### config.mk
export PLATFORM = sky130hd
export DESIGN_NAME = tenbt_ctrl_regs
export DESIGN_NICKNAME = d
export VERILOG_FILES = /design/src/verilog/tenbt_regs_pkg.sv /design/src/verilog/sat_tally.sv /design/src/verilog/tenbt_ctrl_regs.sv
export SDC_FILE = /design/constraint.sdc
export NUM_CORES = 1
export LEC_CHECK = 0
export BUFFER_PORTS_ARGS = -buffer_cell sky130_fd_sc_hd__buf_2
export CAP_MARGIN = 25
export CORE_MARGIN = 10
export CORE_UTILIZATION = 35
export CTS_CLUSTER_DIAMETER = 60
export DETAILED_ROUTE_END_ITERATION = 8
export SYNTH_ARGS = -nofsm -noshare
export SYNTH_HDL_FRONTEND = slang
export SYNTH_SLANG_ARGS = --single-unit
export TNS_END_PERCENT = 20
### constraint.sdc
create_clock -name i_clk -period 2.6 [get_ports i_clk]
set_input_delay 0.39 -clock i_clk [delete_from_list [all_inputs] [get_ports i_clk]]
set_output_delay 0.39 -clock i_clk [all_outputs]
set_load 0.02 [all_outputs]
### src/verilog/tenbt_regs_pkg.sv
// Constants, field positions and carrier types for the 10BASE-T control
// and self-test extension register block.
// Assumes a single 100 MHz core clock and a plain register port.
package tenbt_regs_pkg;

  localparam logic [4:0]  ADDR_CTRL_STATUS = 5'h1A;
  localparam logic [4:0]  ADDR_SELFTEST    = 5'h1B;
  localparam logic [4:0]  ADDR_SUMMARY     = 5'h10;
  localparam logic [4:0]  ADDR_IRQ_STATUS  = 5'h1C;
  localparam logic [4:0]  ADDR_IRQ_CLEAR   = 5'h1E;
  localparam logic [4:0]  ADDR_IRQ_ENABLE  = 5'h1F;

  localparam int CS_LINK_PULSE_TX_DISABLE_BIT   = 7;
  localparam int CS_FORCE_BIT    = 6;
  localparam int CS_POL_BIT      = 4;
  localparam int CS_HB_DIS_BIT   = 1;
  localparam int CS_JAB_DIS_BIT  = 0;
  localparam int SUM_POL_BIT     = 12;
  localparam int ST_CONT_BIT     = 5;
  localparam int ST_PATT_EN_BIT  = 4;

  localparam logic [7:0]  CS_LOW_RESET   = 8'h04;
  localparam logic [7:0]  CS_WR_MASK     = 8'hEF;
  localparam logic [7:0]  ST_LOW_RESET   = 8'h00;
  localparam logic [7:0]  TALLY_MAX      = 8'hFF;
  localparam logic [2:0]  IRQ_RESET      = 3'h0;

  localparam int IRQ_POL_BIT   = 0;
  localparam int IRQ_SAT_BIT   = 1;
  localparam int IRQ_START_BIT = 2;

  typedef enum logic [1:0] {
    PATT_DATA_EOP0 = 2'h0,
    PATT_DATA_EOP1 = 2'h1,
    PATT_LINK_PULS = 2'h2,
    PATT_MAN_ONES  = 2'h3
  } test_pattern_choice_t;

  typedef struct packed {
    logic                 link_pulse_tx_disable;
    logic                 force_good_link;
    logic                 sqe_test_enable;
    logic                 runaway_tx_guard_enable;
    logic                 selftest_nonstop_tx;
    logic                 pattern_active;
    test_pattern_choice_t test_pattern_choice;
  } tenbt_ctrl_t;

  typedef struct packed {
    logic [4:0]  addr;
    logic [15:0] wdata;
    logic        wr;
    logic        rd;
  } reg_req_t;

endpackage : tenbt_regs_pkg

### src/verilog/sat_tally.sv
// Saturating error tally with synchronous restart.
// Assumes restart and error pulses come from the core clock domain.
`timescale 1ns/1ns
module sat_tally (
  input  wire logic       i_clk,
  input  wire logic       i_arst_n,
  input  wire logic       i_restart,
  input  wire logic       i_count,
  output logic [7:0]      o_value,
  output logic            o_saturated
);
  logic [7:0] value_q;
  logic [7:0] value_d;

  always_comb
  begin
    value_d = value_q;
    if (i_restart)
    begin
      value_d = 8'h00;
    end
    else if (i_count && (value_q != tenbt_regs_pkg::TALLY_MAX))
    begin
      value_d = value_q + 8'h01;
    end
  end

  always_ff @(posedge i_clk or negedge i_arst_n)
  begin
    if (!i_arst_n)
    begin
      value_q <= 8'h00;
    end
    else
    begin
      value_q <= value_d;
    end
  end

  assign o_value     = value_q;
  assign o_saturated = (value_q == tenbt_regs_pkg::TALLY_MAX);
endmodule : sat_tally

### src/verilog/tenbt_ctrl_regs.sv
// Control/status and self-test extension registers of the 10/100 PHY.
// Assumes a one-cycle register port and polarity, bad nibble and self-test start
// inputs from PHY logic that may be asynchronous, so they pass two flip-flops first.
`timescale 1ns/1ns
module tenbt_ctrl_regs (
  input  wire logic                        i_clk,
  input  wire logic                        i_arst_n,
  input  wire logic [4:0]                  i_addr,
  input  wire logic [15:0]                 i_wdata,
  input  wire logic                        i_wr,
  input  wire logic                        i_rd,
  output logic      [15:0]                 o_rdata,
  input  wire logic                        i_pol_reversed,
  input  wire logic                        i_bad_nibble,
  input  wire logic                        i_selftest_start,
  input  wire logic                        i_rx_link_good_10,
  input  wire logic                        i_speed_100,
  input  wire logic                        i_full_duplex,
  input  wire logic [1:0]                  i_test_pattern_choice,
  output tenbt_regs_pkg::tenbt_ctrl_t      o_ctrl,
  output logic                             o_link_good_10,
  output logic                             o_irq
);
  tenbt_regs_pkg::reg_req_t req;

  logic [2:0]  sync1_q;
  logic [2:0]  sync2_q;
  logic [2:0]  sync_d;
  logic        start_prev_q;
  logic        start_prev_d;
  logic        start_pulse;

  logic [7:0]  cs_low_q;
  logic [7:0]  cs_low_d;
  logic [7:0]  st_low_q;
  logic [7:0]  st_low_d;
  logic        pol_q;
  logic        pol_d;
  logic [2:0]  irq_stat_q;
  logic [2:0]  irq_stat_d;
  logic [2:0]  irq_en_q;
  logic [2:0]  irq_en_d;
  logic [15:0] rdata_q;
  logic [15:0] rdata_d;
  logic        sat_prev_q;
  logic        sat_prev_d;

  logic [7:0]  tally;
  logic        tally_sat;
  logic [2:0]  events;

  assign req.addr  = i_addr;
  assign req.wdata = i_wdata;
  assign req.wr    = i_wr;
  assign req.rd    = i_rd;

  // Pin inputs: polarity, bad nibble, self-test start
  assign sync_d = {i_selftest_start, i_bad_nibble, i_pol_reversed};

  always_ff @(posedge i_clk or negedge i_arst_n)
  begin
    if (!i_arst_n)
    begin
      sync1_q <= 3'h0;
      sync2_q <= 3'h0;
    end
    else
    begin
      sync1_q <= sync_d;
      sync2_q <= sync1_q;
    end
  end

  assign start_prev_d = sync2_q[2];
  assign start_pulse  = sync2_q[2] && !start_prev_q;

  sat_tally u_tally (
    .i_clk       (i_clk),
    .i_arst_n    (i_arst_n),
    .i_restart   (start_pulse),
    .i_count     (sync2_q[1]),
    .o_value     (tally),
    .o_saturated (tally_sat)
  );

  assign sat_prev_d = tally_sat;

  // Register writes and latched polarity
  always_comb
  begin
    cs_low_d = cs_low_q;
    st_low_d = st_low_q;
    irq_en_d = irq_en_q;
    pol_d    = pol_q;
    if (req.wr && (req.addr == tenbt_regs_pkg::ADDR_CTRL_STATUS))
    begin
      cs_low_d = req.wdata[7:0] & tenbt_regs_pkg::CS_WR_MASK;
    end
    if (req.wr && (req.addr == tenbt_regs_pkg::ADDR_SELFTEST))
    begin
      st_low_d = req.wdata[7:0];
    end
    if (req.wr && (req.addr == tenbt_regs_pkg::ADDR_IRQ_ENABLE))
    begin
      irq_en_d = req.wdata[2:0];
    end
    if (req.rd && (req.addr == tenbt_regs_pkg::ADDR_CTRL_STATUS))
    begin
      pol_d = 1'b0;
    end
    if (sync2_q[0])
    begin
      pol_d = 1'b1;
    end
  end

  // Interrupt status: set wins over clear
  assign events[tenbt_regs_pkg::IRQ_POL_BIT]   = sync2_q[0] && !pol_q;
  assign events[tenbt_regs_pkg::IRQ_SAT_BIT]   = tally_sat && !sat_prev_q;
  assign events[tenbt_regs_pkg::IRQ_START_BIT] = start_pulse;

  always_comb
  begin
    irq_stat_d = irq_stat_q;
    if (req.wr && (req.addr == tenbt_regs_pkg::ADDR_IRQ_CLEAR))
    begin
      irq_stat_d = irq_stat_q & ~req.wdata[2:0];
    end
    irq_stat_d = irq_stat_d | events;
  end

  // Read mux, data one cycle after the strobe
  always_comb
  begin
    rdata_d = 16'h0000;
    if (req.rd)
    begin
      case (req.addr)
        tenbt_regs_pkg::ADDR_CTRL_STATUS:
        begin
          rdata_d[7:0] = cs_low_q;
          rdata_d[tenbt_regs_pkg::CS_POL_BIT] = pol_q;
        end
        tenbt_regs_pkg::ADDR_SELFTEST:
        begin
          rdata_d = {tally, st_low_q};
        end
        tenbt_regs_pkg::ADDR_SUMMARY:
        begin
          rdata_d[tenbt_regs_pkg::SUM_POL_BIT] = pol_q;
        end
        tenbt_regs_pkg::ADDR_IRQ_STATUS:
        begin
          rdata_d[2:0] = irq_stat_q;
        end
        tenbt_regs_pkg::ADDR_IRQ_ENABLE:
        begin
          rdata_d[2:0] = irq_en_q;
        end
        default:
        begin
          rdata_d = 16'h0000;
        end
      endcase
    end
  end

  always_ff @(posedge i_clk or negedge i_arst_n)
  begin
    if (!i_arst_n)
    begin
      cs_low_q     <= tenbt_regs_pkg::CS_LOW_RESET;
      st_low_q     <= tenbt_regs_pkg::ST_LOW_RESET;
      pol_q        <= 1'b0;
      irq_stat_q   <= tenbt_regs_pkg::IRQ_RESET;
      irq_en_q     <= tenbt_regs_pkg::IRQ_RESET;
      rdata_q      <= 16'h0000;
      start_prev_q <= 1'b0;
      sat_prev_q   <= 1'b0;
    end
    else
    begin
      cs_low_q     <= cs_low_d;
      st_low_q     <= st_low_d;
      pol_q        <= pol_d;
      irq_stat_q   <= irq_stat_d;
      irq_en_q     <= irq_en_d;
      rdata_q      <= rdata_d;
      start_prev_q <= start_prev_d;
      sat_prev_q   <= sat_prev_d;
    end
  end

  assign o_rdata = rdata_q;
  assign o_irq   = |(irq_stat_q & irq_en_q);

  // Control outputs toward the 10 Mb datapath
  assign o_ctrl.link_pulse_tx_disable =
    cs_low_q[tenbt_regs_pkg::CS_LINK_PULSE_TX_DISABLE_BIT];
  assign o_ctrl.force_good_link = cs_low_q[tenbt_regs_pkg::CS_FORCE_BIT];
  assign o_ctrl.sqe_test_enable = !i_speed_100 && !i_full_duplex
    && !cs_low_q[tenbt_regs_pkg::CS_HB_DIS_BIT];
  assign o_ctrl.runaway_tx_guard_enable = !i_speed_100
    && !cs_low_q[tenbt_regs_pkg::CS_JAB_DIS_BIT];
  assign o_ctrl.selftest_nonstop_tx = st_low_q[tenbt_regs_pkg::ST_CONT_BIT];
  assign o_ctrl.pattern_active = st_low_q[tenbt_regs_pkg::ST_PATT_EN_BIT];
  assign o_ctrl.test_pattern_choice =
    tenbt_regs_pkg::test_pattern_choice_t'(i_test_pattern_choice);
  assign o_link_good_10 = i_rx_link_good_10
    || cs_low_q[tenbt_regs_pkg::CS_FORCE_BIT];
endmodule : tenbt_ctrl_regs

Word level (Yosys, flattened, before mapping)
Index checks and enable logic that the tools add are counted.

Bits of input ports: 33. Logic and storage cells: 58. Flip-flop bits (word level): 54. Output and inout port bits: 26.

Bitwise gates (word level): 4. Reductions and logical operators: 23. Equality and inequality tests: 8. Add/subtract/negate cells: 1. Muxes and demuxes: 11.

Operators by type and width (number): equality test 5 bit (second input constant) (6); 2-to-1 mux 16 bit (1); 2-to-1 mux 8 bit (2); logical AND 1 bit (12); case mux 3 bit (4 select lines) (1); case mux 5 bit (2 select lines) (1); adder 8 x 1 -> 8 bit (second input constant) (1); equality test 8 bit (second input constant) (1); != test 8 bit (second input constant) (1); zero test 1 bit (7); AND 3 bit (2); 2-to-1 mux 3 bit (2); 2-to-1 mux 4 bit (1); nonzero test 2 bit (2); NOT 3 bit (1); bitwise OR 3 bit (1); OR reduction 3 bit (1); 2-to-1 mux 1 bit (2); case mux 1 bit (2 select lines) (1); logical OR 1 bit (1).

Logic depth before layout (Yosys ltp)
Gate-level depths: netlist of the first run.

Word-level depth: 4. Gate-level depth with buffers: 5. Gate-level depth less buffers: 4.

By module
A second synthesis of the first run with hierarchy kept.

Cells, all modules: 186. Area, all modules: 2341.0 um^2.

By module, submodules not included: tenbt_ctrl_regs (cells each 139, seq. area each 1152.4 um^2, area each 1871.8 um^2, instances 1); sat_tally (cells each 47, seq. area each 200.2 um^2, area each 469.2 um^2, instances 1).

Worst setup path after synthesis of the first run
OpenSTA, ideal clock, no wires.

Path kind: input-to-reg. Start: in i_addr[1]. End: reg cs_low_q[0]. Setup slack: 1.095 ns. Stages on the path: 4. Required time: 2.475 ns. Library setup time: 0.125 ns. Data arrival time: 1.380 ns. Path buffers: 1. Cell sequence: buf_2 > inv_1 > nor4_4 > mux2_2.

Longest elaborated chain between the ends: 2.

RTL lines: start: declaration (line tenbt_ctrl_regs.sv:8) `input wire logic [4:0] i_addr,`; equality test 5 bit (line tenbt_ctrl_regs.sv:95) `if (req.wr && (req.addr == tenbt_regs_pkg::ADDR_CTRL_STATUS))`; logical AND 1 bit (line tenbt_ctrl_regs.sv:95); end signal: assignment (line tenbt_ctrl_regs.sv:172) `cs_low_q <= tenbt_regs_pkg::CS_LOW_RESET;`; end signal: assignment (line tenbt_ctrl_regs.sv:183) `cs_low_q <= cs_low_d;`; end: declaration (line tenbt_ctrl_regs.sv:33) `logic [7:0] cs_low_q;`.

No other way between the ends. A chain may end at the register's enable or synchronous reset.

Worst setup path in the final report of the first run
Start: reg irq_en_q[1]. End: out o_irq.

Longest elaborated chain between the ends: 2.

RTL lines: start: declaration (line tenbt_ctrl_regs.sv:41) `logic [2:0] irq_en_q;`; start signal: assignment (line tenbt_ctrl_regs.sv:176) `irq_en_q <= tenbt_regs_pkg::IRQ_RESET;`; start signal: assignment (line tenbt_ctrl_regs.sv:187) `irq_en_q <= irq_en_d;`; AND 3 bit (line tenbt_ctrl_regs.sv:195) `assign o_irq = |(irq_stat_q & irq_en_q);`; OR reduction 3 bit (line tenbt_ctrl_regs.sv:195); end: declaration (line tenbt_ctrl_regs.sv:22) `output logic o_irq`.

No other way between the ends.

==> results.sh, run 1 <==
export IMPL_routed_wl_um=4850
export IMPL_p_leak_uw=0.00135
export IMPL_endpoint_kind="primary output"
export IMPL_synth_cells=193
export IMPL_ant_nets=0
export IMPL_outcome="complete, no violations"
export IMPL_async_flop_share_pct=100
export IMPL_maxCapViolCount=0
export IMPL_antenna_found_initial=0
export IMPL_period_needed_ps=1760
export IMPL_tightest_slew_ps=560
export IMPL_fp_coreArea_um2=6420
export IMPL_first_iter_violations=76
export IMPL_grt_pass1_vias=1584
export IMPL_dieWidth_um=102
export IMPL_drcViolationCount=0
export IMPL_post_cts_setup_buffers=0
export IMPL_synth_flop_cell="dfrtp_1"
export IMPL_cts_made_buffers=5
export IMPL_layout_drive_gt1_share_pct=34.2
export IMPL_finalCritPeriodShare_pct=67.9
export IMPL_vdd_ir_drop_max_v=0.000335
export IMPL_nFillCells=628
export IMPL_dieArea_um2=10400
export IMPL_fmax_ghz=0.567
export IMPL_final_util_pct=42.6
export IMPL_syn_avg_cell_area_um2=12.2
export IMPL_synth_seq_cells=54
export IMPL_grt_max_degree=55
export IMPL_rsz0062_at_grt="false"
export IMPL_slew_viol_final=0
export IMPL_intPower_uw=1330
export IMPL_antenna_cells=0
export IMPL_setup_tns_ps=0
export IMPL_start_util_pct=36.6
export IMPL_numPortBuffers=46
export IMPL_crit_type="flop to primary output"
export IMPL_holdWs_ps=58.9
export IMPL_arrival_ps=1370
export IMPL_clock_path_buffers=2
export IMPL_syn_area_um2=2350
export IMPL_vias_per_cell=5.11
export IMPL_p_switching_uw=463
export IMPL_path_clk_slew_ps=100
export IMPL_cts_resized=0
export IMPL_synth_net_count=227
export IMPL_synth_seq_area_share_pct=57.5
export IMPL_ys_types=44
export IMPL_start_kind="flop"
export IMPL_drtPass1Iterations=6
export IMPL_ios=59
export IMPL_critPathMaxFanout=3
export IMPL_fin_nets=267
export IMPL_hold_path_class="input pin to asynchronous set/reset pin"
export IMPL_pwr_share_comb_pct=13.1
export IMPL_yosys_warnings=0
export IMPL_vias=1589
export IMPL_hold_viol_final=0
export IMPL_htree_levels=2
export IMPL_cts_tree="yes"
export IMPL_wire_per_inst_um=15.6
export IMPL_fin_skew_ps=11.9
export IMPL_cts_sinks=54
export IMPL_powerDensity_nw_per_um2=654
export IMPL_synth_edf_count=0
export IMPL_power_frac_clock_pct=32.1
export IMPL_place_hpwl_um=3550
export IMPL_track_usage_pct=9.48
export IMPL_holdBufCountCts=0
export IMPL_gp_congestion=0.734
export IMPL_slew_headroom_pct=62.4
export IMPL_syn2layout_area_growth_pct=16.3
export IMPL_setup_viol=0
export IMPL_die_h_um=102
export IMPL_seq_power_share_pct=54.9
export IMPL_required_ps=2210
export IMPL_rows=29
export IMPL_p_sw_share_pct=25.9
export IMPL_grt_pass1_wl_um=7950
export IMPL_clock_latency_ps=310
export IMPL_grt_overflow=0
export IMPL_root_buffer="clkbuf_8"
-- cell usage after synthesis (2+ instances only) --
master,instances,area [µm²]
and4_1,2,17.5
and2_1,8,50.1
and3b_1,3,26.3
nand2_1,10,37.5
and3_1,11,68.8
nand2b_1,2,12.5
a22o_1,7,61.3
mux2_2,18,203
buf_2,4,20.0
clkbuf_1,3,11.3
mux2i_1,2,20.0
inv_1,4,15.0
nor2_1,3,11.3
a211oi_1,5,37.5
nor2b_1,4,25.0
a21oi_1,4,20.0
nor3b_1,3,22.5
nand4_1,5,31.3
nand3_1,4,20.0
a21boi_0,2,15.0
o21ai_0,9,45.0
buf_4,6,45.0
dfrtp_1,53,1330
-- through the flow --
step,std cells,power (µW),area [µm²],setup WS (ps)
after global routing,311,1890,2740,719
after detailed placement,303,1240,2620,724
after CTS,311,1820,2740,796
after floorplan,193,1160,2350,1100
after global placement,303,1230,2620,726
final,311,1790,2740,836
-- state kept, by name, indices dropped and copies added (netlist names), 3 cells and up --
name,cells
u_tally.o_value,8
irq_en_q,3
sync1_q,3
st_low_q,8
sync2_q,3
irq_stat_q,3
cs_low_q,7
o_rdata,16
-- cells in the final DEF (no fill, tap or decap), drive strengths merged, types with 3 or more instances in the layout --
cell type / netlist / layout
dfrtp: 53 / 53
a21oi: 4 / 4
buf: 11 / 47
a22o: 7 / 7
o21ai: 9 / 9
clkbuf: 3 / 5
and3b: 4 / 4
and2: 8 / 8
nor3b: 3 / 3
inv: 4 / 5
nand4: 5 / 5
and3: 12 / 12
nor2: 3 / 3
nor2b: 4 / 4
and4: 3 / 3
nand2: 10 / 10
mux2: 18 / 18
nand3: 4 / 4
a211oi: 5 / 5
-- cell type report --
| type | count | area [µm²] | share of cell area (%) |
|---|---|---|---|
| Sequential cell | 54 | 1350 | 49.5 |
| Tap cell | 77 | 96.3 | 3.52 |
| Clock inverter | 3 | 48.8 | 1.78 |
| Timing Repair Buffer | 47 | 250 | 9.15 |
| Multi-Input combinational cell | 121 | 903 | 33.0 |
| Inverter | 4 | 15.0 | 0.549 |
| Clock buffer | 5 | 68.8 | 2.52 |
-- worst max-delay path, cell delays in order, from the launching register on --
cell	delay (ps)
dfrtp_1	410
a222oi_1	430
inv_1	70
buf_2	170
-- power by group through the flow --
stage               logic (µW)  registers, µW  clock network [µW]
floorplan                  179            981                   0
global placement           234            996                   0
detailed placement         240            999                   0
CTS                        241            982                 596
global route               264            996                 634
finish                     234            982                 573
-- per-layer routing --
metal / part of all wire [%] / global-route usage, % / vias to the layer above / wire length, µm
met4: 0.97 / 2.60 / 0 / 47
met2: 49 / 15.3 / 35 / 2370
li1: - / - / 773 / -
met1: 45 / 11.9 / 777 / 2190
met5: 0 / 0 / - / 0
met3: 5.1 / 3.17 / 4 / 246
-- logic make-up (layout without fill, tap and decap cells) --
group           after synthesis  count (layout)  synth area share [%]
simple gates                 66              66                  18.3
flops                        54              54                  57.5
compound gates               33              33                  9.79
mux                          20              20                  9.47
buf+inv                      18              59                  4.04
fa+ha+maj                     1               1                 0.532
xor+xnor                      1               1                 0.373
-- path summary, 6_finish.rpt --
check | startpoint | to | slack (ps) | cells after the start
max in group asynchronous | i_arst_n | cs_low_q[2] | 2240 | 2
hold reg to reg | sync1_q[1] | sync2_q[1] | 350 | 0
setup reg to reg | u_tally.o_value[0] | u_tally.o_value[0] | 1030 | 4
min in group i_clk | i_pol_reversed | sync1_q[0] | 180 | 1
setup / recovery | irq_en_q[1] | o_irq | 840 | 3
hold / removal | i_arst_n | irq_en_q[2] | 60 | 2
Power figures use the tool's default switching activity.
==> inputs of run 2 (changes only) <==
Settings changed: ABC_AREA set to 1.
Clock period 2.6 ns to 1.5 ns, I/O delays scaled along.
==> run 2 against run 1 <==
Critical path depth decreased by 1; highest routed layer unchanged; power increased by 64%; critical endpoint is now o_link_good_10; synthesized cell count increased by 43%.
==> results.sh, run 2 <==
export IMPL_outcome="complete, no violations"
export IMPL_first_iter_violations=115
export IMPL_p_leak_uw=0.00153
export IMPL_syn_avg_cell_area_um2=8.93
export IMPL_yosys_top_cells_area="dfrtp_1, nand2_1, nand3_1"
export IMPL_vdd_ir_drop_max_v=0.000292
export IMPL_critPathMaxFanout=4
export IMPL_place_hpwl_um=4130
export IMPL_grt_max_degree=26
export IMPL_clock_path_buffers=2
export IMPL_grt_pass1_vias=1850
export IMPL_start_kind="flop"
export IMPL_root_buffer="clkbuf_8"
export IMPL_setup_viol=0
export IMPL_grt_pass1_wl_um=9340
export IMPL_grt_overflow=0
export IMPL_cts_made_buffers=5
export IMPL_start_util_pct=36.1
export IMPL_endpoint_kind="primary output"
export IMPL_synth_edf_count=0
export IMPL_met3_length_um=315
export IMPL_drcViolationCount=0
export IMPL_powerDensity_nw_per_um2=1010
export IMPL_slew_viol_final=0
export IMPL_rsz0062_at_grt="false"
export IMPL_period_needed_ps=1390
export IMPL_synth_top_area_share_pct=53.8
export IMPL_synth_seq_area_share_pct=54.9
export IMPL_ios=59
export IMPL_hold_viol_final=0
export IMPL_synth_flop_cell="dfrtp_1"
export IMPL_ys_types=29
export IMPL_vias=1914
export IMPL_async_flop_share_pct=100
export IMPL_post_cts_setup_buffers=0
export IMPL_final_util_pct=42.5
export IMPL_required_ps=1270
export IMPL_clock_latency_ps=300
export IMPL_slew_headroom_pct=67.0
export IMPL_crit_type="flop to primary output"
export IMPL_fin_skew_ps=6.01
export IMPL_die_h_um=104
export IMPL_finalCritPeriodShare_pct=92.5
export IMPL_dieArea_um2=10800
export IMPL_drtPass1Iterations=4
export IMPL_fin_nets=361
export IMPL_syn_area_um2=2460
export IMPL_dieWidth_um=104
export IMPL_synth_cells=276
export IMPL_vias_per_cell=4.52
export IMPL_syn2layout_area_growth_pct=17.7
export IMPL_netlist_top_cells_count="nand2_1, dfrtp_1, nand3_1"
export IMPL_setup_tns_ps=0
export IMPL_hold_path_class="input pin to flop"
export IMPL_largest_register_ffs=16
export IMPL_yosys_warnings=0
export IMPL_wl_met1_um=2650
export IMPL_synth_net_count=310
export IMPL_wire_per_inst_um=12.9
export IMPL_cts_sinks=54
export IMPL_routed_wl_um=5470
export IMPL_synth_seq_cells=54
export IMPL_arrival_ps=1160
export IMPL_gp_congestion=0.838
export IMPL_rows=30
export IMPL_fmax_ghz=0.721
export IMPL_top_layer="met4"
export IMPL_layout_common_cells="nand2_1, dfrtp_1, buf_2"
export IMPL_pre_cts_ws_ps=87.3
export IMPL_ant_nets=0
export IMPL_yosysMostFrequentCell="nand2_1"
export IMPL_antenna_cells=0
export IMPL_path_clk_slew_ps=90
export IMPL_worst_slack_ps=113
export IMPL_fp_coreArea_um2=6830
export IMPL_antenna_found_initial=0
export IMPL_tightest_slew_ps=494
export IMPL_yosys_area_top_type="dfrtp_1"
export IMPL_numPortBuffers=46
export IMPL_layout_commonest_cell="nand2_1"
export IMPL_routed_wl_met2_um=2410
export IMPL_htree_levels=2
export IMPL_layout_drive_gt1_share_pct=26.0
export IMPL_track_usage_pct=10.4
export IMPL_maxCapViolCount=0
export IMPL_cts_tree="yes"
run 2: cell count changes in the layout (fill, tap and decap cells not counted), sizes merged, moves of 7 or more:
cell	change
inv	+21
a22o	-7
and3	-12
mux2	-18
o21ai	+15
buf	+7
nand2	+74
and2	-8
nor2	+27
nand3	+24
run 2: kinds of logic (layout without fill, tap and decap cells):
logic type / count (synthesis) / count (layout) / share of synthesized area, %
buffers and inverters: 37 / 88 / 7.21
AO/OA/AOI/OAI: 32 / 32 / 8.02
flip-flops: 54 / 54 / 54.9
adder cells (fa/ha/maj): 1 / 1 / 0.508
AND/OR/NAND/NOR: 152 / 152 / 29.4
run 2: layer usage:
metal / track usage (%) / vias up
met3: 3.35 / 6
met1: 13.6 / 877
met2: 15.3 / 48
li1: - / 983
met4: 4.17 / 0
met5: 0 / -
run 2: path summary, 6_finish.rpt:
path	from	cells past startpoint	end	slack (ps)
max in group asynchronous	i_arst_n	3	pol_q	570
worst min register to register	sync1_q[0]	0	sync2_q[0]	350
worst min-delay path	i_selftest_start	1	sync1_q[2]	20
worst max-delay path	cs_low_q[6]	2	o_link_good_10	110
worst max register to register	u_tally.o_value[0]	8	u_tally.o_value[4]	150
min in group asynchronous	i_arst_n	2	u_tally.o_value[3]	400
run 2: timing repair:
action,in CTS,in global routing
hold buffers,1,0
hold endpoints to repair,16,0
resized for setup,0,2
endpoints found under the setup margin,0,2
run 2: critical path: stages, from the launching register on:
cell and delay [ps]:
dfrtp_1 410, or2_2 290, buf_2 160
run 2: layout make-up:
| cell class | count | area (µm²) |
|---|---|---|
| clock buffers | 7 | 76.3 |
| fillers | 734 | 3930 |
| inverters | 26 | 97.6 |
| multi-input cells | 185 | 942 |
| flip-flops and latches | 54 | 1350 |
| well taps | 96 | 120 |
| repair buffers | 55 | 313 |
run 2: power by group:
group          switching (µW)  leakage (µW)  total, µW  internal [µW]
clock                     431     0.0000383        754            323
combinational             307      0.000802        481            174
sequential               91.9      0.000688       1690           1600
run 2: through the flow:
| stage | instance area (µm²) | instances | hold slack [ps] | total power (µW) |
|---|---|---|---|---|
| 3_5_place_dp | 2810 | 415 | 199 | 2210 |
| 6_report | 2900 | 423 | 23.1 | 2930 |
| 5_1_grt | 2900 | 423 | 3.85 | 3110 |
| 2_1_floorplan | 2460 | 276 | -70.6 | 2030 |
| 4_1_cts | 2890 | 423 | 7.63 | 2980 |
| 3_3_place_gp | 2810 | 415 | 197 | 2190 |
